--- src/design/timer_ch34_consts.vh ---
// Purpose: shared constants for the channel 3/4 capture/compare block
// Assumes: byte addresses on a 32-bit AXI4-Lite register bus
// Notes: field positions refer to the mode register
//
// How it works
// - fast bit clear: output follows counter compare, trigger has no direct path
// - fast bit set: trigger edge acts as compare match within 3 cycles
// - fast bit only acts for output channels in either PWM mode
// - input channels pass a filtered input changing after N agreeing samples
// - filter codes 0 to 3 sample at clock rate, N of 1, 2, 4, 8
// - codes 4,5 sample at half rate N 6,8; codes 6,7 quarter rate N 6,8
// - codes 8 to 15 sample at one eighth, sixteenth or thirty-second rate
// - capture divider captures every 1, 2, 4 or 6 events
// - channel 4 direction: output, input four, input three, internal trigger
// - channel 3 has the same fields and behaviour as channel 4
// - channel 4 filter 15:12, divider 11:10, fast 10, direction 9:8
// - channel 3 mode 6:4, buffer 3, fast 2, filter 7:4, divider 3:2
// - channel 3 direction: output, input three, input four, internal trigger
// - compare buffer off writes active value; on copies at update event
`ifndef TIMER_CH34_CONSTS_VH
`define TIMER_CH34_CONSTS_VH

// register byte offsets
`define OFF_MODE 8'h00
`define OFF_ENABLE 8'h04
`define OFF_CH3_COMPARE 8'h08
`define OFF_CH4_COMPARE 8'h0C
`define OFF_CH3_CAPTURE 8'h10
`define OFF_CH4_CAPTURE 8'h14
`define OFF_STATUS 8'h18

// reset values
`define RST_MODE 16'h0000
`define RST_ENABLE 2'h0
`define RST_COMPARE 16'h0000

`define CH4_FILT_HI 15
`define CH4_FILT_LO 12
`define CH4_MODE_HI 14
`define CH4_MODE_LO 12
`define CH4_BUF_BIT 11
`define CH4_PSC_HI 11
`define CH4_PSC_LO 10
`define CH4_FAST_BIT 10
`define CH4_DIR_HI 9
`define CH4_DIR_LO 8

`define CH3_FILT_HI 7
`define CH3_FILT_LO 4
`define CH3_MODE_HI 6
`define CH3_MODE_LO 4
`define CH3_BUF_BIT 3
`define CH3_PSC_HI 3
`define CH3_PSC_LO 2
`define CH3_FAST_BIT 2
`define CH3_DIR_HI 1
`define CH3_DIR_LO 0

// direction select codes
`define DIR_OUTPUT 2'h0
`define DIR_ALT_A 2'h1
`define DIR_ALT_B 2'h2
`define DIR_TRIGGER 2'h3

// output modes
`define OM_FROZEN 3'h0
`define OM_SET 3'h1
`define OM_CLEAR 3'h2
`define OM_TOGGLE 3'h3
`define OM_FORCE_LOW 3'h4
`define OM_FORCE_HIGH 3'h5
`define OM_PWM1 3'h6
`define OM_PWM2 3'h7

// timing counts in clock cycles
`define FAST_TRIGGER_MAX_CYCLES 3
`define NORMAL_TRIGGER_MIN_CYCLES 5

// bus responses
`define RESP_OKAY 2'h0
`define RESP_SLVERR 2'h2

`endif

--- src/design/input_filter.v ---
// Purpose: digital filter with selectable sampling rate and sample count
// Assumes: din synchronous to clk
// Notes: sampling enable comes from an internal divider
`timescale 1ns/1ps
`include "timer_ch34_consts.vh"

module input_filter #(
  parameter DIV_W = 5,
  parameter CNT_W = 4
) (
  input wire clk,
  input wire rst,
  input wire [3:0] code,
  input wire din,
  output reg dout
);

  // ==========================================================
  // code decode: {divide minus one, samples needed}
  // ==========================================================
  function [8:0] decode;
    input [3:0] c;
    begin
      case (c)
        4'h0: decode = {5'h00, 4'h1};
        4'h1: decode = {5'h00, 4'h2};
        4'h2: decode = {5'h00, 4'h4};
        4'h3: decode = {5'h00, 4'h8};
        4'h4: decode = {5'h01, 4'h6};
        4'h5: decode = {5'h01, 4'h8};
        4'h6: decode = {5'h03, 4'h6};
        4'h7: decode = {5'h03, 4'h8};
        4'h8: decode = {5'h07, 4'h6};
        4'h9: decode = {5'h07, 4'h8};
        4'hA: decode = {5'h0F, 4'h5};
        4'hB: decode = {5'h0F, 4'h6};
        4'hC: decode = {5'h0F, 4'h8};
        4'hD: decode = {5'h1F, 4'h5};
        4'hE: decode = {5'h1F, 4'h6};
        default: decode = {5'h1F, 4'h8};
      endcase
    end
  endfunction

  wire [8:0] cfg;
  wire [DIV_W-1:0] div_max;
  wire [CNT_W-1:0] need;
  wire sample_en;
  reg [DIV_W-1:0] div;
  reg [CNT_W-1:0] run;

  assign cfg = decode(code);
  assign div_max = cfg[8:4];
  assign need = cfg[3:0];
  assign sample_en = (div >= div_max);

  // ==========================================================
  // sampling divider and agreement counter
  // ==========================================================
  always @(posedge clk or posedge rst) begin
    if (rst) begin
      div <= 5'h00;
      run <= 4'h0;
      dout <= 1'b0;
    end else begin
      if (sample_en) begin
        div <= 5'h00;
      end else begin
        div <= div + 5'h01;
      end
      if (code == 4'h0) begin
        dout <= din;
        run <= 4'h0;
      end else if (sample_en) begin
        if (din == dout) begin
          run <= 4'h0;
        end else if (run == need - 4'h1) begin
          dout <= din;
          run <= 4'h0;
        end else begin
          run <= run + 4'h1;
        end
      end
    end
  end

endmodule // input_filter

--- src/design/capture_divider.v ---
// Purpose: passes one capture out of every 1, 2, 4 or 6 edge events
// Assumes: event_in is a one-cycle pulse
// Notes: counter restarts while the channel is not capturing
`timescale 1ns/1ps
`include "timer_ch34_consts.vh"

module capture_divider (
  input wire clk,
  input wire rst,
  input wire enable,
  input wire [1:0] code,
  input wire event_in,
  output reg capture
);

  function [2:0] last_count;
    input [1:0] c;
    begin
      case (c)
        2'h0: last_count = 3'h0;
        2'h1: last_count = 3'h1;
        2'h2: last_count = 3'h3;
        default: last_count = 3'h5;
      endcase
    end
  endfunction

  reg [2:0] count;

  // ==========================================================
  // event counter
  // ==========================================================
  always @(posedge clk or posedge rst) begin
    if (rst) begin
      count <= 3'h0;
      capture <= 1'b0;
    end else if (!enable) begin
      count <= 3'h0;
      capture <= 1'b0;
    end else begin
      capture <= 1'b0;
      if (event_in) begin
        // every 1, 2, 4 or 6
        if (count >= last_count(code)) begin
          count <= 3'h0;
          capture <= 1'b1;
        end else begin
          count <= count + 3'h1;
        end
      end
    end
  end

endmodule // capture_divider

--- src/design/timer_ch34_mode_config.v ---
// Purpose: channel 3/4 mode configuration, compare outputs and filtered capture
// Assumes: counter, update event and trigger come from the surrounding timer
// Notes: registers reached over AXI4-Lite, one aligned word each
//
// Implementation choices: the placing of the registers and the AXI4-Lite interface to the registers.
`timescale 1ns/1ps
`include "timer_ch34_consts.vh"

module timer_ch34_mode_config (
  input wire MCLK,
  input wire RESET,
  input wire AWVALID,
  output wire AWREADY,
  input wire [7:0] AWADDR,
  input wire WVALID,
  output wire WREADY,
  input wire [31:0] WDATA,
  input wire [3:0] WSTRB,
  output reg BVALID,
  input wire BREADY,
  output reg [1:0] BRESP,
  input wire ARVALID,
  output wire ARREADY,
  input wire [7:0] ARADDR,
  output reg RVALID,
  input wire RREADY,
  output reg [31:0] RDATA,
  output reg [1:0] RRESP,
  input wire [15:0] COUNTER,
  input wire UPDATE_EVENT,
  input wire TIMER_INPUT_THREE,
  input wire TIMER_INPUT_FOUR,
  input wire INTERNAL_TRIGGER_INPUT,
  output reg CH3_COMPARE_OUTPUT,
  output reg CH4_COMPARE_OUTPUT
);

  // ==========================================================
  // helpers
  // ==========================================================
  function [31:0] merge;
    input [31:0] old;
    input [31:0] data;
    input [3:0] strb;
    integer i;
    begin
      merge = old;
      for (i = 0; i < 4; i = i + 1) begin
        if (strb[i]) begin
          merge[i*8 +: 8] = data[i*8 +: 8];
        end
      end
    end
  endfunction

  // next reference level of one output channel
  function next_ref;
    input [2:0] mode;
    input cur;
    input [15:0] cnt;
    input [15:0] cmp;
    input fast_hold;
    reg match;
    begin
      match = (cnt == cmp);
      case (mode)
        `OM_FROZEN: next_ref = cur;
        `OM_SET: next_ref = match ? 1'b1 : cur;
        `OM_CLEAR: next_ref = match ? 1'b0 : cur;
        `OM_TOGGLE: next_ref = match ? ~cur : cur;
        `OM_FORCE_LOW: next_ref = 1'b0;
        `OM_FORCE_HIGH: next_ref = 1'b1;
        `OM_PWM1: next_ref = fast_hold ? 1'b0 : (cnt < cmp);
        `OM_PWM2: next_ref = fast_hold ? 1'b1 : ~(cnt < cmp);
        default: next_ref = cur;
      endcase
    end
  endfunction

  function is_pwm;
    input [2:0] mode;
    begin
      is_pwm = (mode == `OM_PWM1) || (mode == `OM_PWM2);
    end
  endfunction

  // ==========================================================
  // registers
  // ==========================================================
  reg [15:0] mode_reg;
  reg [1:0] enable_reg;
  reg [15:0] ch3_buffer;
  reg [15:0] ch4_buffer;
  reg [15:0] ch3_active;
  reg [15:0] ch4_active;
  reg [15:0] ch3_capture;
  reg [15:0] ch4_capture;
  reg ch3_ref;
  reg ch4_ref;
  reg ch3_fast_hold;
  reg ch4_fast_hold;
  reg trig_prev;
  reg ch3_filt_prev;
  reg ch4_filt_prev;

  wire [1:0] ch3_direction_select = mode_reg[`CH3_DIR_HI:`CH3_DIR_LO];
  wire [1:0] ch4_direction_select = mode_reg[`CH4_DIR_HI:`CH4_DIR_LO];
  wire ch3_is_out = (ch3_direction_select == `DIR_OUTPUT);
  wire ch4_is_out = (ch4_direction_select == `DIR_OUTPUT);
  wire [2:0] ch3_output_mode = ch3_is_out ? mode_reg[`CH3_MODE_HI:`CH3_MODE_LO] : 3'h0;
  wire [2:0] ch4_output_mode = ch4_is_out ? mode_reg[`CH4_MODE_HI:`CH4_MODE_LO] : 3'h0;
  wire ch3_compare_buffer_enable = ch3_is_out & mode_reg[`CH3_BUF_BIT];
  wire ch4_compare_buffer_enable = ch4_is_out & mode_reg[`CH4_BUF_BIT];
  wire ch3_fast_compare_enable = ch3_is_out & mode_reg[`CH3_FAST_BIT];
  wire ch4_fast_compare_enable = ch4_is_out & mode_reg[`CH4_FAST_BIT];
  wire [3:0] ch3_input_filter = ch3_is_out ? 4'h0 : mode_reg[`CH3_FILT_HI:`CH3_FILT_LO];
  wire [3:0] ch4_input_filter = ch4_is_out ? 4'h0 : mode_reg[`CH4_FILT_HI:`CH4_FILT_LO];
  wire [1:0] ch3_capture_divider = mode_reg[`CH3_PSC_HI:`CH3_PSC_LO];
  wire [1:0] ch4_capture_divider = mode_reg[`CH4_PSC_HI:`CH4_PSC_LO];
  wire ch3_channel_enable = enable_reg[0];
  wire ch4_channel_enable = enable_reg[1];
  wire ch3_filt;
  wire ch4_filt;

  function [31:0] rd_value;
    input [7:0] a;
    begin
      case (a)
        `OFF_MODE: rd_value = {16'h0000, mode_reg};
        `OFF_ENABLE: rd_value = {30'h0000_0000, enable_reg};
        `OFF_CH3_COMPARE: rd_value = {16'h0000, ch3_buffer};
        `OFF_CH4_COMPARE: rd_value = {16'h0000, ch4_buffer};
        `OFF_CH3_CAPTURE: rd_value = {16'h0000, ch3_capture};
        `OFF_CH4_CAPTURE: rd_value = {16'h0000, ch4_capture};
        `OFF_STATUS: rd_value = {28'h000_0000, ch4_ref, ch3_ref, ch4_filt, ch3_filt};
        default: rd_value = 32'h0000_0000;
      endcase
    end
  endfunction

  // ==========================================================
  // AXI4-Lite write channel
  // ==========================================================
  reg aw_held;
  reg w_held;
  reg [7:0] aw_addr;
  reg [31:0] w_data;
  reg [3:0] w_strb;
  wire do_write = aw_held & w_held & ~BVALID;
  wire wr_hit = (aw_addr == `OFF_MODE) || (aw_addr == `OFF_ENABLE) ||
                (aw_addr == `OFF_CH3_COMPARE) || (aw_addr == `OFF_CH4_COMPARE);
  wire [31:0] wr_merged = merge(rd_value(aw_addr), w_data, w_strb);

  assign AWREADY = ~aw_held & ~BVALID;
  assign WREADY = ~w_held & ~BVALID;

  always @(posedge MCLK or posedge RESET) begin
    if (RESET) begin
      aw_held <= 1'b0;
      w_held <= 1'b0;
      aw_addr <= 8'h00;
      w_data <= 32'h0000_0000;
      w_strb <= 4'h0;
      BVALID <= 1'b0;
      BRESP <= `RESP_OKAY;
    end else begin
      if (AWVALID && AWREADY) begin
        aw_held <= 1'b1;
        aw_addr <= AWADDR;
      end
      if (WVALID && WREADY) begin
        w_held <= 1'b1;
        w_data <= WDATA;
        w_strb <= WSTRB;
      end
      if (do_write) begin
        aw_held <= 1'b0;
        w_held <= 1'b0;
        BVALID <= 1'b1;
        BRESP <= wr_hit ? `RESP_OKAY : `RESP_SLVERR;
      end else if (BVALID && BREADY) begin
        BVALID <= 1'b0;
      end
    end
  end

  // ==========================================================
  // AXI4-Lite read channel
  // ==========================================================
  wire rd_hit = (ARADDR <= `OFF_STATUS) && (ARADDR[1:0] == 2'h0);
  assign ARREADY = ~RVALID;

  always @(posedge MCLK or posedge RESET) begin
    if (RESET) begin
      RVALID <= 1'b0;
      RDATA <= 32'h0000_0000;
      RRESP <= `RESP_OKAY;
    end else if (ARVALID && ARREADY) begin
      RVALID <= 1'b1;
      RDATA <= rd_value(ARADDR);
      RRESP <= rd_hit ? `RESP_OKAY : `RESP_SLVERR;
    end else if (RVALID && RREADY) begin
      RVALID <= 1'b0;
    end
  end

  // ==========================================================
  // configuration and compare values
  // ==========================================================
  always @(posedge MCLK or posedge RESET) begin
    if (RESET) begin
      mode_reg <= `RST_MODE;
      enable_reg <= `RST_ENABLE;
      ch3_buffer <= `RST_COMPARE;
      ch4_buffer <= `RST_COMPARE;
      ch3_active <= `RST_COMPARE;
      ch4_active <= `RST_COMPARE;
    end else begin
      if (UPDATE_EVENT && ch3_compare_buffer_enable) begin
        ch3_active <= ch3_buffer;
      end
      if (UPDATE_EVENT && ch4_compare_buffer_enable) begin
        ch4_active <= ch4_buffer;
      end
      if (do_write) begin
        case (aw_addr)
          `OFF_MODE: mode_reg <= wr_merged[15:0];
          `OFF_ENABLE: enable_reg <= wr_merged[1:0];
          `OFF_CH3_COMPARE: begin
            ch3_buffer <= wr_merged[15:0];
            if (!ch3_compare_buffer_enable) begin
              ch3_active <= wr_merged[15:0];
            end
          end
          `OFF_CH4_COMPARE: begin
            ch4_buffer <= wr_merged[15:0];
            if (!ch4_compare_buffer_enable) begin
              ch4_active <= wr_merged[15:0];
            end
          end
          default: begin
          end
        endcase
      end
    end
  end

  // ==========================================================
  // compare outputs
  // ==========================================================
  wire trig_edge = INTERNAL_TRIGGER_INPUT & ~trig_prev;
  wire ch3_fast_on = ch3_fast_compare_enable & is_pwm(ch3_output_mode);
  wire ch4_fast_on = ch4_fast_compare_enable & is_pwm(ch4_output_mode);
  wire ch3_hold_now = ch3_fast_hold | (ch3_fast_on & trig_edge);
  wire ch4_hold_now = ch4_fast_hold | (ch4_fast_on & trig_edge);
  wire ch3_next = next_ref(ch3_output_mode, ch3_ref, COUNTER, ch3_active, ch3_hold_now);
  wire ch4_next = next_ref(ch4_output_mode, ch4_ref, COUNTER, ch4_active, ch4_hold_now);

  always @(posedge MCLK or posedge RESET) begin
    if (RESET) begin
      trig_prev <= 1'b0;
      ch3_ref <= 1'b0;
      ch4_ref <= 1'b0;
      ch3_fast_hold <= 1'b0;
      ch4_fast_hold <= 1'b0;
      CH3_COMPARE_OUTPUT <= 1'b0;
      CH4_COMPARE_OUTPUT <= 1'b0;
    end else begin
      trig_prev <= INTERNAL_TRIGGER_INPUT;
      ch3_ref <= ch3_next;
      ch4_ref <= ch4_next;
      ch3_fast_hold <= ch3_hold_now & ch3_fast_on & ~UPDATE_EVENT &
                       (COUNTER != ch3_active);
      ch4_fast_hold <= ch4_hold_now & ch4_fast_on & ~UPDATE_EVENT &
                       (COUNTER != ch4_active);
      CH3_COMPARE_OUTPUT <= ch3_is_out & ch3_channel_enable & ch3_next;
      CH4_COMPARE_OUTPUT <= ch4_is_out & ch4_channel_enable & ch4_next;
    end
  end

  // ==========================================================
  // capture inputs
  // ==========================================================
  // channel 3 source select
  wire ch3_src = (ch3_direction_select == `DIR_ALT_A) ? TIMER_INPUT_THREE :
                 (ch3_direction_select == `DIR_ALT_B) ? TIMER_INPUT_FOUR :
                 INTERNAL_TRIGGER_INPUT;
  wire ch4_src = (ch4_direction_select == `DIR_ALT_A) ? TIMER_INPUT_FOUR :
                 (ch4_direction_select == `DIR_ALT_B) ? TIMER_INPUT_THREE :
                 INTERNAL_TRIGGER_INPUT;
  wire ch3_cap_pulse;
  wire ch4_cap_pulse;
  wire ch3_capturing = ~ch3_is_out & ch3_channel_enable;
  wire ch4_capturing = ~ch4_is_out & ch4_channel_enable;

  input_filter #(.DIV_W(5), .CNT_W(4)) u_ch3_filter (
    .clk(MCLK),
    .rst(RESET),
    .code(ch3_input_filter),
    .din(ch3_src),
    .dout(ch3_filt)
  );

  input_filter #(.DIV_W(5), .CNT_W(4)) u_ch4_filter (
    .clk(MCLK),
    .rst(RESET),
    .code(ch4_input_filter),
    .din(ch4_src),
    .dout(ch4_filt)
  );

  capture_divider u_ch3_divider (
    .clk(MCLK),
    .rst(RESET),
    .enable(ch3_capturing),
    .code(ch3_capture_divider),
    .event_in(ch3_filt & ~ch3_filt_prev),
    .capture(ch3_cap_pulse)
  );

  capture_divider u_ch4_divider (
    .clk(MCLK),
    .rst(RESET),
    .enable(ch4_capturing),
    .code(ch4_capture_divider),
    .event_in(ch4_filt & ~ch4_filt_prev),
    .capture(ch4_cap_pulse)
  );

  always @(posedge MCLK or posedge RESET) begin
    if (RESET) begin
      ch3_filt_prev <= 1'b0;
      ch4_filt_prev <= 1'b0;
      ch3_capture <= 16'h0000;
      ch4_capture <= 16'h0000;
    end else begin
      ch3_filt_prev <= ch3_filt;
      ch4_filt_prev <= ch4_filt;
      if (ch3_cap_pulse) begin
        ch3_capture <= COUNTER;
      end
      if (ch4_cap_pulse) begin
        ch4_capture <= COUNTER;
      end
    end
  end

endmodule // timer_ch34_mode_config

--- config.mk ---
export PLATFORM = sky130hd
export DESIGN_NAME = timer_ch34_mode_config
export DESIGN_NICKNAME = d
export VERILOG_FILES = /design/src/design/input_filter.v /design/src/design/capture_divider.v /design/src/design/timer_ch34_mode_config.v
export VERILOG_INCLUDE_DIRS = /design/src /design/src/design
export SDC_FILE = /design/constraint.sdc
export NUM_CORES = 1
export LEC_CHECK = 0
export BUFFER_PORTS_ARGS = -buffer_cell sky130_fd_sc_hd__buf_2
export CAP_MARGIN = 20
export CORE_ASPECT_RATIO = 0.7
export CORE_MARGIN = 4
export CORE_UTILIZATION = 30
export DETAILED_ROUTE_END_ITERATION = 6
export SLEW_MARGIN = 20
export SYNTH_ARGS = -nofsm -noshare
export SYNTH_HDL_FRONTEND = slang
export SYNTH_SLANG_ARGS = --single-unit
--- constraint.sdc ---
create_clock -name MCLK -period 14.4 [get_ports MCLK]
set_input_delay 2.88 -clock MCLK [delete_from_list [all_inputs] [get_ports MCLK]]
set_output_delay 2.88 -clock MCLK [all_outputs]
set_load 0.01 [all_outputs]
Word level (Yosys, flattened, before mapping):

Memory sizes are Yosys's and may differ from the RTL's.
Cells that the tools add are included.

* bits in registers: 217
* bits in read-only memories: 288
* input bits: 79
* word-level logic and storage cells: 256
* memories kept: 2

Memory list
* (no name shown): depth 16, bits a word 9, rd ports 1, clocked after Yosys merged registers in 0, write ports 0, line input_filter.v:24 `case (c)`
* (no name shown): depth 16, bits a word 9, rd ports 1, clocked after Yosys merged registers in 0, write ports 0, line input_filter.v:24

* add/sub/neg operators: 8
* magnitude comparators: 7
* equal/unequal tests: 43
* mux-type cells: 78
* bitwise gates (word level): 43
* reduce and logical (&&, ||, !) cells: 38

Operator list (count)
* $mux W16: 8
* $pmux W16 S7: 1
* $pmux W16 S3: 1
* $mux W4: 10
* $mux W1: 36
* $mux W3: 12
* $eq A16 B16 Y1: 2
* $eq A8 B4 Y1 const B: 4
* $lt A16 B16 Y1: 2
* $ne A16 B16 Y1: 2
* $and A1 B1 Y1: 27
* $eq A3 B3 Y1 const B: 8
* $eq A8 B5 Y1 const B: 3
* $pmux W3 S3: 2
* $eq A8 B3 Y1 const B: 2
* $logic_not A8 Y1: 2
* $mux W8: 2
* $pmux W1 S8: 2
* $reduce_bool A2 Y1: 8
* $not A1 Y1: 14
* $eq A3 B2 Y1 const B: 4
* $add A5 B1 Y5 const B: 2
* $ge A5 B5 Y1: 2
* $logic_not A2 Y1: 5
* 21 further kinds: 56

Logic depth before layout (Yosys ltp):

* word-level depth: 10
* depth in mapped cells: 16
* gate-level depth less buffers: 14

Cells and area by module:

From an unflattened synthesis, not the netlist that was laid out.

* cells, all modules: 1155
* area, all modules: 11806.3 um2

Modules (own cells, without submodules)
* timer_ch34_mode_config: times used 1, cells an instance 911, area an instance 9334.0 um2, sequential area each 4279.1 um2
* input_filter: times used 2, cells an instance 93, area an instance 948.4 um2, sequential area each 250.2 um2
* capture_divider: times used 2, cells an instance 29, area an instance 287.8 um2, sequential area each 100.1 um2

Least setup slack after synthesis:

No wires, ideal clock.

* path type: input -> register
* start point: in COUNTER[15]
* end point: reg CH4_COMPARE_OUTPUT
* data arrival time: 4.916 ns
* slack: 9.364 ns
* cell stages on the path: 8
* path buffers: 0
* cell sequence: ha_1 > nand4_1 > or4_1 > ha_1 > mux2_2 > a211oi_1 > nand2_1 > and4_1

* cells in the longest elaborated chain, start to end: 5
* elaborated cells between the ends (all ways): 10
* those cells by class: 1 x order compare; 1 x eq/ne; 6 x mux; 2 x bitwise

Ends and longest elaborated chain
* start, declared: line timer_ch34_mode_config.v:29 `input wire [15:0] COUNTER,`
* $lt A16 B16 Y1: line timer_ch34_mode_config.v:73, timer_ch34_mode_config.v:74
* $not A1 Y1: line timer_ch34_mode_config.v:74 `` `OM_PWM2: next_ref = fast_hold ? 1'b1 : ~(cnt < cmp); ``
* $mux W1: line timer_ch34_mode_config.v:74
* $pmux W1 S8 (*): line timer_ch34_mode_config.v:66 `case (mode)`
* $and A1 B1 Y1 (*): line timer_ch34_mode_config.v:277 `CH4_COMPARE_OUTPUT <= ch4_is_out & ch4_channel_enable & ch4_next;`
* end signal, assigned: line timer_ch34_mode_config.v:277
* end, declared: line timer_ch34_mode_config.v:35 `output reg CH4_COMPARE_OUTPUT`

Every way passes the cells marked *; elsewhere a longest branch is shown, timed or not.
A chain may end at the register's enable or synchronous reset.

Worst setup path after layout:

* start point: in COUNTER[15]
* end point: reg CH3_COMPARE_OUTPUT

* cells in the longest elaborated chain, start to end: 5
* elaborated cells between the ends (all ways): 10
* those cells by class: 1 x order compare; 1 x eq/ne; 6 x mux; 2 x bitwise

Ends and longest elaborated chain
* $lt A16 B16 Y1: line timer_ch34_mode_config.v:73, timer_ch34_mode_config.v:74
* $not A1 Y1: line timer_ch34_mode_config.v:74
* $mux W1: line timer_ch34_mode_config.v:74
* $pmux W1 S8 (*): line timer_ch34_mode_config.v:66
* $and A1 B1 Y1 (*): line timer_ch34_mode_config.v:276 `CH3_COMPARE_OUTPUT <= ch3_is_out & ch3_channel_enable & ch3_next;`
* end signal, assigned: line timer_ch34_mode_config.v:276
* end, declared: line timer_ch34_mode_config.v:34 `output reg CH3_COMPARE_OUTPUT,`

Marks and branches as above.

==> impl_metrics.env <==
export IMPL_fin_cells=1677
export IMPL_slowest_delay_ns=0.68
export IMPL_postRouteAntennaNets=0
export IMPL_dp_hpwl_um=23300
export IMPL_drt_vias_per_instance=5.24
export IMPL_postSynthCellCount=1112
export IMPL_postCtsHoldBufs=0
export IMPL_vias=8791
export IMPL_async_flop_share_pct=100
export IMPL_setup_violations=0
export IMPL_cts_buffers=17
export IMPL_pin_count=122
export IMPL_slew_violations=0
export IMPL_grt_pass1_wl_um=51500
export IMPL_gr_usage_all_layers_pct=15.9
export IMPL_post_dp_cell_area_mm2=0.0123
export IMPL_power_per_cell_area_mw_per_mm2=140
export IMPL_ys_warn_count=0
export IMPL_clockBufferDepth=2
export IMPL_cts_setup_buffers=0
export IMPL_crit_chain="buf_2 > ha_1 > nand4_1 > or4_1 > ha_1 > inv_1 > mux2i_1 > o21ai_0 > o21ai_0 > nor2_1 > nor4_1"
export IMPL_syn_area_mm2=0.0115
export IMPL_worstPathMaxFanout=4
export IMPL_cp_arrival_ns=5.44
export IMPL_worst_clock_skew_ns=0.00983
export IMPL_required_ns=14.72
export IMPL_synth_yosys_seq_area_share_pct=43.4
export IMPL_core_rowCount=59
export IMPL_hold_path_class="reg -> reg"
export IMPL_cp_slowest_cell="or4_1"
export IMPL_gr_total_overflow=0
export IMPL_min_period_ns=5.12
export IMPL_initial_core_util_pct=30.6
export IMPL_die_h_um=172
export IMPL_synthDistinctLibCells=73
export IMPL_synth_largest_area_cell="dfrtp_1"
export IMPL_slew_headroom_pct=31.0
export IMPL_dr_pass1_iters=7
export IMPL_drt_iter0_drc=926
export IMPL_place_congestion=0.874
export IMPL_hold_violations=0
export IMPL_synth_ff_type="dfrtp_1"
export IMPL_endpoint_kind="flip-flop"
export IMPL_maxCapViolations=0
export IMPL_synth_top_cell_area_share_pct=43.4
export IMPL_clock_sinks=199
export IMPL_cts_tree="built"
export IMPL_cts_resized=0
export IMPL_clock_latency_ns=0.45
export IMPL_grt_pass1_vias=8612
export IMPL_max_vdd_ir_drop_mv=0.0950
export IMPL_die_w_um=242
export IMPL_htreeDepth=4
export IMPL_clockRootBuffer="clkbuf_16"
export IMPL_antenna_found_initial=4
export IMPL_ys_seq_elements=199
export IMPL_num_nets_final=1322
export IMPL_dp_cells=1639
export IMPL_rsz0062_at_grt="false"
export IMPL_wire_per_inst_um=19.7
export IMPL_coreArea_mm2=0.0375
export IMPL_outcome="finished with violations"
export IMPL_leakage_nw=6.10
export IMPL_port_buffers=85
export IMPL_worstMarginPinSlew_ns=1.03
export IMPL_drc_errors=1
export IMPL_drive_gt1_share_pct=22.6
export IMPL_grt_max_degree=126
export IMPL_crit_type="in -> reg"
export IMPL_critPathLaunchType="primary input"
export IMPL_critical_path_top_delay_family="simple AND/OR/NAND/NOR gates"
export IMPL_design_area_mm2=0.0130
export IMPL_setup_tns_ns=0
export IMPL_dieArea_mm2=0.0415
export IMPL_final_period_utilization_pct=35.6
export IMPL_syn_to_final_growth_pct=13.0
export IMPL_synth_area_leaders="dfrtp_1 (43%), mux2_2 (10%), ha_1 (7.6%)"
export IMPL_routed_wl_um=33000
export IMPL_synth_avg_cell_area_um2=10.3
export IMPL_clkSlewWorstSetupHoldPaths_ns=0.07
export IMPL_max_clock_freq_mhz=195
export IMPL_violations="design-rule violations"
export IMPL_path_buf_inv=2
export IMPL_synth_edf_count=0
[cells in the final DEF (no fill, tap or decap), types with 12 or more instances in the layout]
master and instances:
nand2_1 89, a22o_1 17, nor2b_1 13, a22oi_1 16
nand4_1 13, a21o_1 15, o21ai_0 61, a222oi_1 12
inv_1 75, nand3_1 15, ha_1 70, nor2_1 64
conb_1 18, a21oi_1 61, dfrtp_1 199, clkbuf_16 17
mux2i_1 46, buf_2 85, mux2_2 104, nand2b_1 13
nor3_1 14
[final timing paths]
check	start	endpoint	slack (ns)	cells past startpoint
worst max-delay path	COUNTER[15]	CH3_COMPARE_OUTPUT	9.28	11
worst min-delay path	u_ch3_filter.div[0]	u_ch3_filter.div[0]	0.49	1
worst max register to register	mode_reg[0]	u_ch3_filter.run[3]	10.75	12
worst min register to register	u_ch3_filter.div[0]	u_ch3_filter.div[0]	0.49	1
max in group asynchronous	RESET	ch3_capture[0]	10.50	4
min in group asynchronous	RESET	aw_addr[6]	2.55	2
[metal layers]
metal  vias to the layer above  part of all wire, %  GRT usage [%]
li1                       4089                    -              -
met1                      4352                   49           24.1
met2                       327                   40           21.6
met3                        23                   10           5.24
met4                         0                 0.85           3.96
met5                         -                    0              0
[logic make-up after synthesis]
family,after synthesis,share of synthesized area [%]
AND/OR/NAND/NOR,264,11.1
buffers and inverters,151,6.11
XOR/XNOR,18,1.37
adder cells (fa/ha/maj),70,7.62
flip-flops,199,43.4
other,1,0.0326
AO/OA/AOI/OAI,255,15.7
multiplexers,154,14.7
[final cells by class]
type	instances	area [µm²]
Multi-Input combinational cell	779	5910
Fill cell	3784	24500
Antenna cell	3	7.51
Sequential cell	199	4980
Clock buffer	18	429
Inverter	77	297
Tap cell	488	611
Clock inverter	14	165
Timing Repair Buffer	99	581
[where the power goes]
| group | internal (W) | total (W) | switching, W |
|---|---|---|---|
| clock network | 0.000261 | 0.000496 | 0.000235 |
| logic | 0.000223 | 0.000533 | 0.000310 |
| registers | 0.000667 | 0.000792 | 0.000125 |
| total | 0.00115 | 0.00182 | 0.000670 |
[cell usage after synthesis, types with 6 or more instances]
master    number
clkbuf_1      30
a21o_1        16
a22oi_1       16
nor2b_1       13
o22ai_1        7
buf_6          6
nor3_1        14
a21oi_1       61
nand3_1       15
nand2b_1      13
a22o_1        17
nand4_1       13
o21ai_0       61
and2_1         8
nor2_1        64
mux2i_1       46
xnor2_1        9
buf_4         19
a221oi_2      10
a221oi_1       6
dfrtp_1      199
buf_2         15
a211oi_1       6
mux2_2       104
inv_1         76
xor2_1         9
ha_1          70
nand2_1       89
or2_2          6
a222oi_1      12
[worst reg2reg max path, stage by stage (launching register included)]
cell and delay [ns]:
dfrtp_1 0.57, or2_2 0.49, nand2_1 0.16, inv_1 0.09, ha_1 0.27, a32o_1 0.28
a21oi_1 0.21, ha_1 0.20, xnor2_1 0.13, xnor2_1 0.08, nor3_1 0.50, a21boi_1 0.23
a221o_1 0.32
[metrics by stage]
stage / utilization (%) / total power, W / worst slack (ns) / hold slack [ns]
global route: 34.6 / 0.00194 / 9.19 / 0.521
global placement: 32.8 / 0.00130 / 8.89 / 0.478
finish: 34.6 / 0.00182 / 9.28 / 0.490
floorplan: - / 0.00116 / 6.09 / 0.440
detailed placement: 32.8 / 0.00132 / 8.88 / 0.485
CTS: 34.4 / 0.00182 / 9.35 / 0.496
No activity file was read; power rests on OpenSTA's default activity.
